## src/shared/audio_clk_defs.vh

```
`ifndef AUDIO_CLK_DEFS_VH
`define AUDIO_CLK_DEFS_VH

// register offsets
`define ADDR_RATE_RATIO_CFG   8'h14
`define ADDR_DETECT_STATUS    8'h15
`define ADDR_ROOT_SRC_CFG     8'h16

// reset values
`define RST_RATE_RATIO_CFG    8'h48
`define RST_DETECT_STATUS     8'hFF
`define RST_ROOT_SRC_CFG      8'h10

// field positions
`define FRAME_RATE_MSB        7
`define FRAME_RATE_LSB        4
`define BITCLK_RATIO_MSB      3
`define BITCLK_RATIO_LSB      0
`define ROOT_SEL_BIT          7
`define SPEC_MODE_BIT         6
`define MCLK_RATIO_MSB        5
`define MCLK_RATIO_LSB        3
`define ROOT_SRC_WR_MASK      8'hF8

// code limits
`define RATE_CODE_MAX         4'h8
`define RATIO_CODE_MAX        4'hC
`define CODE_INVALID          4'hF

// detection timing, core clock 10 MHz
`define CORE_CLK_KHZ          10000
`define SLOWEST_RATE_HZ       7350
`define FRAME_TIMEOUT_CYC     12'hFFF

// frame period windows in core cycles, both rate families
`define PER_C0_LO 12'h4BC
`define PER_C0_HI 12'h579
`define PER_C1_LO 12'h25E
`define PER_C1_HI 12'h2BC
`define PER_C2_LO 12'h194
`define PER_C2_HI 12'h1D3
`define PER_C3_LO 12'h12F
`define PER_C3_HI 12'h15E
`define PER_C4_LO 12'h0CA
`define PER_C4_HI 12'h0E9
`define PER_C5_LO 12'h065
`define PER_C5_HI 12'h075
`define PER_C6_LO 12'h032
`define PER_C6_HI 12'h03A
`define PER_C7_LO 12'h019
`define PER_C7_HI 12'h01D
`define PER_C8_LO 12'h00C
`define PER_C8_HI 12'h00F

`endif

```

## src/rtl/pin_edge_sync.v

```verilog
`timescale 1ns/1ps
`default_nettype none

// two-flop synchroniser; edges are taken from the second and third flops
module pin_edge_sync (
	input  wire i_core_clk,
	input  wire i_resetn,
	input  wire i_pin,
	output wire o_level,
	output wire o_rise,
	output wire o_fall
);
	reg meta_q;
	reg sync_q;
	reg last_q;

	always @(posedge i_core_clk or negedge i_resetn) begin
		if (!i_resetn) begin
			meta_q <= 1'b0;
			sync_q <= 1'b0;
			last_q <= 1'b0;
		end else begin
			meta_q <= i_pin;
			sync_q <= meta_q;
			last_q <= sync_q;
		end
	end

	assign o_level = sync_q;
	assign o_rise  = sync_q & ~last_q;
	assign o_fall  = ~sync_q & last_q;
endmodule

`default_nettype wire

```

## src/rtl/audio_serial_clock_config_monitor.v

```verilog
// Behaviour
// rate field bits 7:4 picks frame rate codes 0..8, 9..15 reserved
// ratio field bits 3:0 picks bit clock ratio 16..2048, reset 256
// slave with automatic configuration ignores both programmed fields
// measured frame rate reported read-only, same codes, resets to all ones
// unsupported measured rate reads 15, codes 9..14 never reported
// measured ratio reported read-only, resets all ones, 15 means invalid
// slave auto no-PLL: select bit 0 root is bit clock, 1 master clock
// spec mode bit: 0 absolute master clock frequency, 1 multiple of rate; code uses absolute whenever auto configuration is off
// master clock ratio field bits 5:3, 64..2304, resets to code 2
// master clock ratio used in master mode or when it is root source
// rate/ratio register resets to 48 hex
// source register resets to 10 hex, low bits read zero; status FF
// slave: partner drives bit clock and frame sync; master: device drives
// pll disable input in auto configuration enables the root select
// family select picks 48 kHz (0) or 44.1 kHz (1) multiples
// absolute master clock select codes 12 to 24.576 MHz
// continuously measure, publish only stable supported values
`timescale 1ns/1ps
`default_nettype none
`include "audio_clk_defs.vh"

module audio_serial_clock_config_monitor (
	input  wire       i_core_clk,
	input  wire       i_resetn,
	input  wire [7:0] i_reg_addr,
	input  wire [7:0] i_reg_wdata,
	input  wire       i_reg_wr_en,
	output reg  [7:0] o_reg_rdata,
	input  wire       i_bus_role_select,
	input  wire       i_auto_config_disable,
	input  wire       i_auto_config_pll_disable,
	input  wire       i_rate_family_select,
	input  wire [2:0] i_master_clock_frequency_select,
	input  wire       i_master_clock,
	input  wire       i_bitclk,
	output wire       o_bitclk,
	output wire       o_bitclk_oe_n,
	input  wire       i_frame_sync,
	output wire       o_frame_sync,
	output wire       o_frame_sync_oe_n,
	output wire       o_root_from_master_clock,
	output wire       o_master_clock_ratio_in_use
);
	// ---------------- registers ----------------
	reg  [7:0] rate_ratio_q;
	reg  [7:0] root_src_q;
	reg  [3:0] det_rate_q;
	reg  [3:0] det_ratio_q;

	wire [3:0] programmed_frame_rate;
	wire [3:0] programmed_bitclk_frame_ratio;
	wire       no_pll_root_clock_select;
	wire       master_clock_spec_mode;
	wire [2:0] master_clock_ratio_code;
	wire       auto_on;

	assign programmed_frame_rate         =
		rate_ratio_q[`FRAME_RATE_MSB:`FRAME_RATE_LSB];
	assign programmed_bitclk_frame_ratio =
		rate_ratio_q[`BITCLK_RATIO_MSB:`BITCLK_RATIO_LSB];
	assign no_pll_root_clock_select      = root_src_q[`ROOT_SEL_BIT];
	assign master_clock_spec_mode        = root_src_q[`SPEC_MODE_BIT];
	assign master_clock_ratio_code       =
		root_src_q[`MCLK_RATIO_MSB:`MCLK_RATIO_LSB];
	assign auto_on                       = ~i_auto_config_disable;

	always @(posedge i_core_clk or negedge i_resetn) begin
		if (!i_resetn) begin
			rate_ratio_q <= `RST_RATE_RATIO_CFG;
			root_src_q   <= `RST_ROOT_SRC_CFG;
			o_reg_rdata  <= 8'h00;
		end else begin
			if (i_reg_wr_en && i_reg_addr == `ADDR_RATE_RATIO_CFG)
				rate_ratio_q <= i_reg_wdata;
			if (i_reg_wr_en && i_reg_addr == `ADDR_ROOT_SRC_CFG)
				root_src_q <= i_reg_wdata & `ROOT_SRC_WR_MASK;
			case (i_reg_addr)
			`ADDR_RATE_RATIO_CFG: o_reg_rdata <= rate_ratio_q;
			`ADDR_DETECT_STATUS:  o_reg_rdata <= {det_rate_q, det_ratio_q};
			`ADDR_ROOT_SRC_CFG:   o_reg_rdata <= root_src_q;
			default:              o_reg_rdata <= 8'h00;
			endcase
		end
	end

	// ---------------- lookup tables ----------------
	function [11:0] ratio_value;
		input [3:0] code;
		begin
			case (code)
			4'h0: ratio_value = 12'd16;
			4'h1: ratio_value = 12'd24;
			4'h2: ratio_value = 12'd32;
			4'h3: ratio_value = 12'd48;
			4'h4: ratio_value = 12'd64;
			4'h5: ratio_value = 12'd96;
			4'h6: ratio_value = 12'd128;
			4'h7: ratio_value = 12'd192;
			4'h8: ratio_value = 12'd256;
			4'h9: ratio_value = 12'd384;
			4'hA: ratio_value = 12'd512;
			4'hB: ratio_value = 12'd1024;
			4'hC: ratio_value = 12'd2048;
			default: ratio_value = 12'd0;
			endcase
		end
	endfunction

	// frame rate in units of 50 Hz, family 1 is the 44.1 kHz set
	function [13:0] rate_50hz;
		input [3:0] code;
		input       fam;
		begin
			case (code)
			4'h0: rate_50hz = fam ? 14'd147   : 14'd160;
			4'h1: rate_50hz = fam ? 14'd294   : 14'd320;
			4'h2: rate_50hz = fam ? 14'd441   : 14'd480;
			4'h3: rate_50hz = fam ? 14'd588   : 14'd640;
			4'h4: rate_50hz = fam ? 14'd882   : 14'd960;
			4'h5: rate_50hz = fam ? 14'd1764  : 14'd1920;
			4'h6: rate_50hz = fam ? 14'd3528  : 14'd3840;
			4'h7: rate_50hz = fam ? 14'd7056  : 14'd7680;
			4'h8: rate_50hz = fam ? 14'd14112 : 14'd15360;
			default: rate_50hz = 14'd0;
			endcase
		end
	endfunction

	// ---------------- pin sampling ----------------
	wire [2:0] pin_in;
	wire [2:0] pin_lvl;
	wire [2:0] pin_rise;
	wire [2:0] pin_fall;
	assign pin_in = {i_master_clock, i_frame_sync, i_bitclk};

	// a master clock faster than half the core clock aliases here
	genvar g;
	generate
		for (g = 0; g < 3; g = g + 1) begin : g_sync
			pin_edge_sync u_sync (
				.i_core_clk (i_core_clk),
				.i_resetn   (i_resetn),
				.i_pin      (pin_in[g]),
				.o_level    (pin_lvl[g]),
				.o_rise     (pin_rise[g]),
				.o_fall     (pin_fall[g])
			);
		end
	endgenerate

	// ---------------- root clock selection ----------------
	wire slave_root_mclk = ~i_bus_role_select & auto_on &
		i_auto_config_pll_disable & no_pll_root_clock_select;
	assign o_root_from_master_clock    = i_bus_role_select | slave_root_mclk;
	assign o_master_clock_ratio_in_use = i_bus_role_select | slave_root_mclk;

	// ---------------- master generation ----------------
	reg  [27:0] acc_q;
	reg         bclk_q;
	reg         frame_sync_q;
	reg  [11:0] bit_q;
	reg  [27:0] gen_inc;
	reg  [27:0] gen_mod;
	reg  [27:0] gen_sum;
	reg  [27:0] gen_rem;
	wire [11:0] gen_ratio = ratio_value(programmed_bitclk_frame_ratio);
	wire [13:0] gen_rate  =
		rate_50hz(programmed_frame_rate, i_rate_family_select);
	// slave with auto configuration never reaches here, so fields are unused
	wire gen_en = i_bus_role_select &&
		programmed_frame_rate <= `RATE_CODE_MAX &&
		programmed_bitclk_frame_ratio <= `RATIO_CODE_MAX;

	always @* begin
		if (auto_on && master_clock_spec_mode) begin
			gen_inc = {15'd0, gen_ratio, 1'b0};
			case (master_clock_ratio_code)
			3'd0: gen_mod = 28'd64;
			3'd1: gen_mod = 28'd256;
			3'd2: gen_mod = 28'd384;
			3'd3: gen_mod = 28'd512;
			3'd4: gen_mod = 28'd768;
			3'd5: gen_mod = 28'd1024;
			3'd6: gen_mod = 28'd1536;
			default: gen_mod = 28'd2304;
			endcase
		end else begin
			gen_inc = {1'b0, {14'h0000, gen_ratio} * {12'h000, gen_rate}, 1'b0};
			case (i_master_clock_frequency_select)
			3'd0: gen_mod = 28'd240000;
			3'd1: gen_mod = 28'd245760;
			3'd2: gen_mod = 28'd260000;
			3'd3: gen_mod = 28'd320000;
			3'd4: gen_mod = 28'd384000;
			3'd5: gen_mod = 28'd393600;
			3'd6: gen_mod = 28'd480000;
			default: gen_mod = 28'd491520;
			endcase
		end
		gen_sum = acc_q + gen_inc;
		gen_rem = gen_sum - gen_mod;
	end

	// fractional divider: one bit clock edge each time the phase wraps
	always @(posedge i_core_clk or negedge i_resetn) begin
		if (!i_resetn) begin
			acc_q   <= 28'd0;
			bclk_q  <= 1'b0;
			frame_sync_q <= 1'b0;
			bit_q   <= 12'd0;
		end else if (!gen_en) begin
			acc_q   <= 28'd0;
			bclk_q  <= 1'b0;
			frame_sync_q <= 1'b0;
			bit_q   <= 12'd0;
		end else if (pin_rise[2]) begin
			if (gen_sum >= gen_mod) begin
				acc_q  <= (gen_rem >= gen_mod) ? 28'd0 : gen_rem;
				bclk_q <= ~bclk_q;
				if (bclk_q) begin
					// frame sync changes on the falling edge, one bit wide
					bit_q   <= (bit_q + 12'd1 >= gen_ratio) ? 12'd0
						: bit_q + 12'd1;
					frame_sync_q <= (bit_q + 12'd1 >= gen_ratio);
				end
			end else begin
				acc_q <= gen_sum;
			end
		end
	end

	assign o_bitclk          = bclk_q;
	assign o_frame_sync      = frame_sync_q;
	assign o_bitclk_oe_n     = ~i_bus_role_select;
	assign o_frame_sync_oe_n = ~i_bus_role_select;

	// ---------------- detection ----------------
	function [3:0] classify_rate;
		input [11:0] p;
		begin
			if (p >= `PER_C0_LO && p <= `PER_C0_HI) classify_rate = 4'h0;
			else if (p >= `PER_C1_LO && p <= `PER_C1_HI) classify_rate = 4'h1;
			else if (p >= `PER_C2_LO && p <= `PER_C2_HI) classify_rate = 4'h2;
			else if (p >= `PER_C3_LO && p <= `PER_C3_HI) classify_rate = 4'h3;
			else if (p >= `PER_C4_LO && p <= `PER_C4_HI) classify_rate = 4'h4;
			else if (p >= `PER_C5_LO && p <= `PER_C5_HI) classify_rate = 4'h5;
			else if (p >= `PER_C6_LO && p <= `PER_C6_HI) classify_rate = 4'h6;
			else if (p >= `PER_C7_LO && p <= `PER_C7_HI) classify_rate = 4'h7;
			else if (p >= `PER_C8_LO && p <= `PER_C8_HI) classify_rate = 4'h8;
			else classify_rate = `CODE_INVALID;
		end
	endfunction

	function [3:0] classify_ratio;
		input [11:0] n;
		integer k;
		begin
			classify_ratio = `CODE_INVALID;
			for (k = 0; k <= 12; k = k + 1)
				if (n == ratio_value(k[3:0]))
					classify_ratio = k[3:0];
		end
	endfunction

	// in master mode the own generated lines are measured
	wire bus_frame_rise = i_bus_role_select ? (pin_rise[2] & gen_en &
		bclk_q & (gen_sum >= gen_mod) & (bit_q + 12'd1 >= gen_ratio))
		: pin_rise[1];
	wire bus_bclk_rise  = i_bus_role_select ? (pin_rise[2] & gen_en &
		~bclk_q & (gen_sum >= gen_mod)) : pin_rise[0];

	reg  [11:0] per_q;
	reg  [11:0] bcnt_q;
	reg         seen_q;
	reg  [3:0]  cand_rate_q;
	reg  [3:0]  cand_ratio_q;
	wire [3:0]  new_rate  = classify_rate(per_q);
	wire [3:0]  new_ratio = classify_ratio(bcnt_q);

	always @(posedge i_core_clk or negedge i_resetn) begin
		if (!i_resetn) begin
			per_q        <= 12'd0;
			bcnt_q       <= 12'd0;
			seen_q       <= 1'b0;
			cand_rate_q  <= `CODE_INVALID;
			cand_ratio_q <= `CODE_INVALID;
			det_rate_q   <= `CODE_INVALID;
			det_ratio_q  <= `CODE_INVALID;
		end else if (bus_frame_rise) begin
			per_q  <= 12'd1;
			bcnt_q <= {11'd0, bus_bclk_rise};
			seen_q <= 1'b1;
			if (seen_q) begin
				cand_rate_q  <= new_rate;
				cand_ratio_q <= new_ratio;
				// two matching frames in a row before publishing
				if (new_rate == cand_rate_q)
					det_rate_q <= new_rate;
				if (new_ratio == cand_ratio_q)
					det_ratio_q <= new_ratio;
			end
		end else if (per_q == `FRAME_TIMEOUT_CYC) begin
			seen_q       <= 1'b0;
			cand_rate_q  <= `CODE_INVALID;
			cand_ratio_q <= `CODE_INVALID;
			det_rate_q   <= `CODE_INVALID;
			det_ratio_q  <= `CODE_INVALID;
		end else begin
			per_q <= per_q + 12'd1;
			if (bus_bclk_rise && bcnt_q != `FRAME_TIMEOUT_CYC)
				bcnt_q <= bcnt_q + 12'd1;
		end
	end
endmodule

`default_nettype wire

```

## config.mk

```make
export PLATFORM = sky130hd
export DESIGN_NAME = audio_serial_clock_config_monitor
export DESIGN_NICKNAME = d
export VERILOG_FILES = /design/src/rtl/pin_edge_sync.v /design/src/rtl/audio_serial_clock_config_monitor.v
export VERILOG_INCLUDE_DIRS = /design/src /design/src/shared
export SDC_FILE = /design/constraint.sdc
export NUM_CORES = 1
export LEC_CHECK = 0
export BUFFER_PORTS_ARGS = -buffer_cell sky130_fd_sc_hd__buf_4
export CORE_MARGIN = 2
export CORE_UTILIZATION = 58
export DETAILED_ROUTE_END_ITERATION = 16
export GPL_TIMING_DRIVEN = 0
export PLACE_DENSITY = 0.74
export SYNTH_ARGS = -nofsm -noshare
export SYNTH_HDL_FRONTEND = slang
export SYNTH_HIERARCHICAL = 1
export SYNTH_SLANG_ARGS = --single-unit
```

## constraint.sdc

```tcl
create_clock -name i_core_clk -period 11.02 [get_ports i_core_clk]
set_clock_uncertainty 0.05 [all_clocks]
set_input_delay 1.653 -clock i_core_clk [delete_from_list [all_inputs] [get_ports i_core_clk]]
set_output_delay 1.653 -clock i_core_clk [all_outputs]
set_load 0.1 [all_outputs]
```

==> run_summary.xml <==
<?xml version="1.0" encoding="UTF-8"?>
<metrics>
  <group name="outcome">
    <metric name="outcome" unit="">completed</metric>
  </group>
  <group name="finish">
    <metric name="finish.net_count" unit="">1821</metric>
    <metric name="final_cells" unit="">1862</metric>
    <metric name="syn_to_final_growth" unit="%">8.632</metric>
    <metric name="final_util" unit="%">63.99</metric>
    <metric name="filler_cell_count" unit="">1886</metric>
    <metric name="post_route_cells_drive_above_1_share" unit="%">9.292</metric>
    <metric name="antennaDiodeCount" unit="">0</metric>
  </group>
  <group name="placed_design">
    <metric name="io_buffer_count" unit="">42</metric>
    <metric name="place.detailed.hpwl" unit="mm">24.86</metric>
    <metric name="pre_cts_ws" unit="ps">-428.6</metric>
    <metric name="gp_congestion" unit="">0.9212</metric>
    <metric name="post-place-cells" unit="">1840</metric>
  </group>
  <group name="global_routing">
    <metric name="grt_start_max_net_pins" unit="">110</metric>
    <metric name="globalRoute.totalOverflow" unit="">0</metric>
    <metric name="wire_length_of_the_first_global_routing_pass" unit="mm">52.16</metric>
    <metric name="gr-usage-all-layers" unit="%">27.09</metric>
    <metric name="grt_antenna_before_repair" unit="">0</metric>
    <metric name="number_of_global_route_vias_before_repair" unit="">10722</metric>
  </group>
  <group name="synthesis">
    <metric name="synthesis.area_per_instance" unit="um^2">8.447</metric>
    <metric name="syn-cell-area" unit="um^2">12810</metric>
    <metric name="post_synth_inst_count" unit="">1517</metric>
    <metric name="ys_warn_count" unit="">6</metric>
    <metric name="syn_nets" unit="">1761</metric>
  </group>
  <group name="clocking">
    <metric name="clk_transition_reported_paths" unit="ps">90</metric>
    <metric name="clock_latency" unit="ps">370</metric>
    <metric name="tritoncts_num_sinks" unit="">109</metric>
    <metric name="clock_tree_from_tritoncts" unit="">yes</metric>
    <metric name="ctsLongestPathBuffers" unit="">2</metric>
    <metric name="clk_root_buffer_cell" unit="">sky130_fd_sc_hd__clkbuf_16</metric>
    <metric name="cts_made_buffers" unit="">9</metric>
    <metric name="cts_hold_buffers" unit="">0</metric>
    <metric name="ctsHtreeMaxLevel" unit="">3</metric>
  </group>
  <group name="critical_path">
    <metric name="timing.critical_path.required" unit="ps">11260</metric>
    <metric name="worstSetupStartpointType" unit="">primary input</metric>
    <metric name="cp_max_fo" unit="">6</metric>
    <metric name="register_to_register_path_setup_slack" unit="ps">700</metric>
    <metric name="regToRegEndpoint" unit="">acc_q[4]</metric>
    <metric name="worst-setup-path-type" unit="">in -&gt; reg</metric>
    <metric name="crit_arrival" unit="ps">10730</metric>
    <metric name="number_of_cells_traversed_by_the_worst_register_to_register_path" unit="">38</metric>
    <metric name="worstReg2RegStart" unit="">rate_ratio_q[2]</metric>
    <metric name="timing.critical_path.to_type" unit="">flop</metric>
    <metric name="slowest_delay" unit="ps">560</metric>
    <metric name="cell_type_with_the_highest_occurrence_count_on_the_critical_path" unit="">sky130_fd_sc_hd__ha_1</metric>
    <metric name="slowest_stage" unit="">sky130_fd_sc_hd__fa_1</metric>
  </group>
  <group name="hold_path">
    <metric name="worstHoldEndpoint" unit="">g_sync[0].u_sync/o_level</metric>
    <metric name="hold_path_class" unit="">reg -&gt; reg</metric>
    <metric name="worstHoldPathCells" unit="">0</metric>
    <metric name="hp-start" unit="">g_sync[0].u_sync/meta_q</metric>
  </group>
  <group name="detailed_routing">
    <metric name="route.antenna.remaining_nets" unit="">0</metric>
    <metric name="viasPerCell" unit="">5.983</metric>
    <metric name="drt_wl_total" unit="mm">31.27</metric>
    <metric name="route.detailed.wl_per_inst" unit="um">16.79</metric>
    <metric name="vias" unit="">11140</metric>
    <metric name="detail_route.drc_violations" unit="">0</metric>
    <metric name="dr.pass1.iters" unit="">5</metric>
    <metric name="dr.first_iter.drc_count" unit="">762</metric>
  </group>
  <group name="floorplanning">
    <metric name="core_region_area" unit="um^2">21760</metric>
    <metric name="design.die.area" unit="um^2">23300</metric>
    <metric name="placement_rows" unit="">54</metric>
    <metric name="initial_utilization" unit="%">58.90</metric>
    <metric name="die-width" unit="um">152.6</metric>
    <metric name="die_span_in_y" unit="um">152.6</metric>
    <metric name="io_pins" unit="">43</metric>
  </group>
  <group name="timing">
    <metric name="slew_headroom" unit="%">7.306</metric>
    <metric name="timing.final.crit_period" unit="ps">10490</metric>
    <metric name="timing_max_transition_violations_final" unit="">0</metric>
    <metric name="max_clock_freq" unit="GHz">0.09535</metric>
    <metric name="setup_viol_count_final" unit="">0</metric>
    <metric name="finalHoldViolCount" unit="">0</metric>
    <metric name="timing.final.crit_share" unit="%">95.17</metric>
    <metric name="finalSetupTns" unit="ps">0</metric>
    <metric name="fin_ws" unit="ps">532.5</metric>
    <metric name="tightestPinTransition" unit="ps">1387</metric>
  </group>
  <group name="run">
    <metric name="timing.max_cap.violations" unit="">0</metric>
  </group>
  <group name="power_and_ir_drop">
    <metric name="share_of_total_power_in_sequential_cells" unit="%">32.5</metric>
    <metric name="pwr-share-comb" unit="%">43.3</metric>
    <metric name="total_power" unit="mW">1.408</metric>
    <metric name="sw_frac_of_total" unit="%">40.48</metric>
    <metric name="net_switching" unit="uW">569.9</metric>
    <metric name="power_density" unit="nW/um^2">101.1</metric>
    <metric name="cell_internal_pwr" unit="uW">837.9</metric>
    <metric name="vdd.ir_drop.worst" unit="mV">0.1053</metric>
    <metric name="leakagePower" unit="nW">6.981</metric>
    <metric name="clock_power_share" unit="%">24.2</metric>
  </group>
</metrics>
flip-flops by register name (all words and copies together) (netlist names), 5 cells and up:
signal,flops
o_reg_rdata,8
bcnt_q,12
bit_q,12
acc_q,24
rate_ratio_q,8
root_src_q,5
per_q,12
power groups by stage:
stage          combinational, mW  clock [mW]  sequential (mW)
4_1_cts                    0.596       0.349            0.456
3_5_place_dp               0.586           0            0.463
5_1_grt                    0.683       0.365            0.461
2_1_floorplan              0.446           0            0.457
6_report                   0.610       0.341            0.457
3_3_place_gp               0.576           0            0.463
worst max path at each step:
| stage | startpoint | to | slack (ps) | depth (start not counted) |
|---|---|---|---|---|
| global placement | i_rate_family_select | acc_q[18] | -410 | 39 |
| global route | i_rate_family_select | bit_q[3] | -5 | 39 |
| CTS | i_rate_family_select | acc_q[18] | 40 | 39 |
| detailed placement | i_rate_family_select | acc_q[18] | -430 | 39 |
| finish | i_rate_family_select | acc_q[4] | 530 | 39 |
| floorplan | i_rate_family_select | acc_q[10] | 1180 | 38 |
cell usage in the layout, fill, tap and decap left out, types with 12 or more instances in the layout:
master / count
sky130_fd_sc_hd__nor2_1: 190
sky130_fd_sc_hd__xnor2_1: 49
sky130_fd_sc_hd__ha_1: 128
sky130_fd_sc_hd__nand3_1: 53
sky130_fd_sc_hd__inv_1: 99
sky130_fd_sc_hd__o211ai_1: 14
sky130_fd_sc_hd__nor2b_1: 22
sky130_fd_sc_hd__a22oi_1: 15
sky130_fd_sc_hd__clkbuf_1: 54
sky130_fd_sc_hd__buf_4: 49
sky130_fd_sc_hd__a211oi_1: 14
sky130_fd_sc_hd__a21oi_1: 73
sky130_fd_sc_hd__nor3_1: 22
sky130_fd_sc_hd__nand2b_1: 29
sky130_fd_sc_hd__o21ai_0: 53
sky130_fd_sc_hd__a31oi_1: 12
sky130_fd_sc_hd__mux2_2: 14
sky130_fd_sc_hd__nand2_1: 167
sky130_fd_sc_hd__and3_1: 15
sky130_fd_sc_hd__a21o_1: 30
sky130_fd_sc_hd__xor2_1: 41
sky130_fd_sc_hd__dfrtp_1: 90
sky130_fd_sc_hd__mux2i_1: 20
sky130_fd_sc_hd__dfstp_2: 19
sky130_fd_sc_hd__and2_1: 19
sky130_fd_sc_hd__o21a_1: 12
sky130_fd_sc_hd__fa_1: 87
area by class of cell:
cell class	instances	area [um^2]	share of cell area (%)
inverter	104	390.4	2.804
multi-input combinational	1239	9442	67.82
sequential	109	2751	19.76
clock inverter	7	93.84	0.6741
tap	280	350.3	2.517
timing repair buffer	50	396.6	2.849
clock buffer	9	225.2	1.618
buffer	64	271.5	1.950
layer usage:
metal | vias to the layer above | GRT usage [%] | wire length (um)
li1 | 5350 | - | -
met1 | 5360 | 37.30 | 13980
met2 | 361 | 44.44 | 14690
met3 | 69 | 4.209 | 1713
met4 | 0 | 8.025 | 883
met5 | - | 0 | 0
worst max-delay path, delay by kind of cell:
| family | cells | cell delay, ps |
|---|---|---|
| buf+inv | 7 | 740 |
| simple gates | 5 | 690 |
| xor+xnor | 3 | 640 |
| fa+ha+maj | 9 | 3660 |
| compound gates | 15 | 3360 |
stage by stage:
step                      hold WS (ps)  instance area, um^2
after floorplan                  281.2                12810
after global placement           283.2                13480
after detailed placement         287.1                13490
after CTS                        306.9                13820
after global routing             309.0                13920
final                            304.2                13920
what timing repair did:
| item | 4_1_cts | 5_1_grt |
|---|---|---|
| pin swaps | 0 | 3 |
| setup endpoints to repair | 10 | 65 |
| setup buffers | 0 | 6 |
| resized for setup | 2 | 9 |
Power figures use the tool's default switching activity.
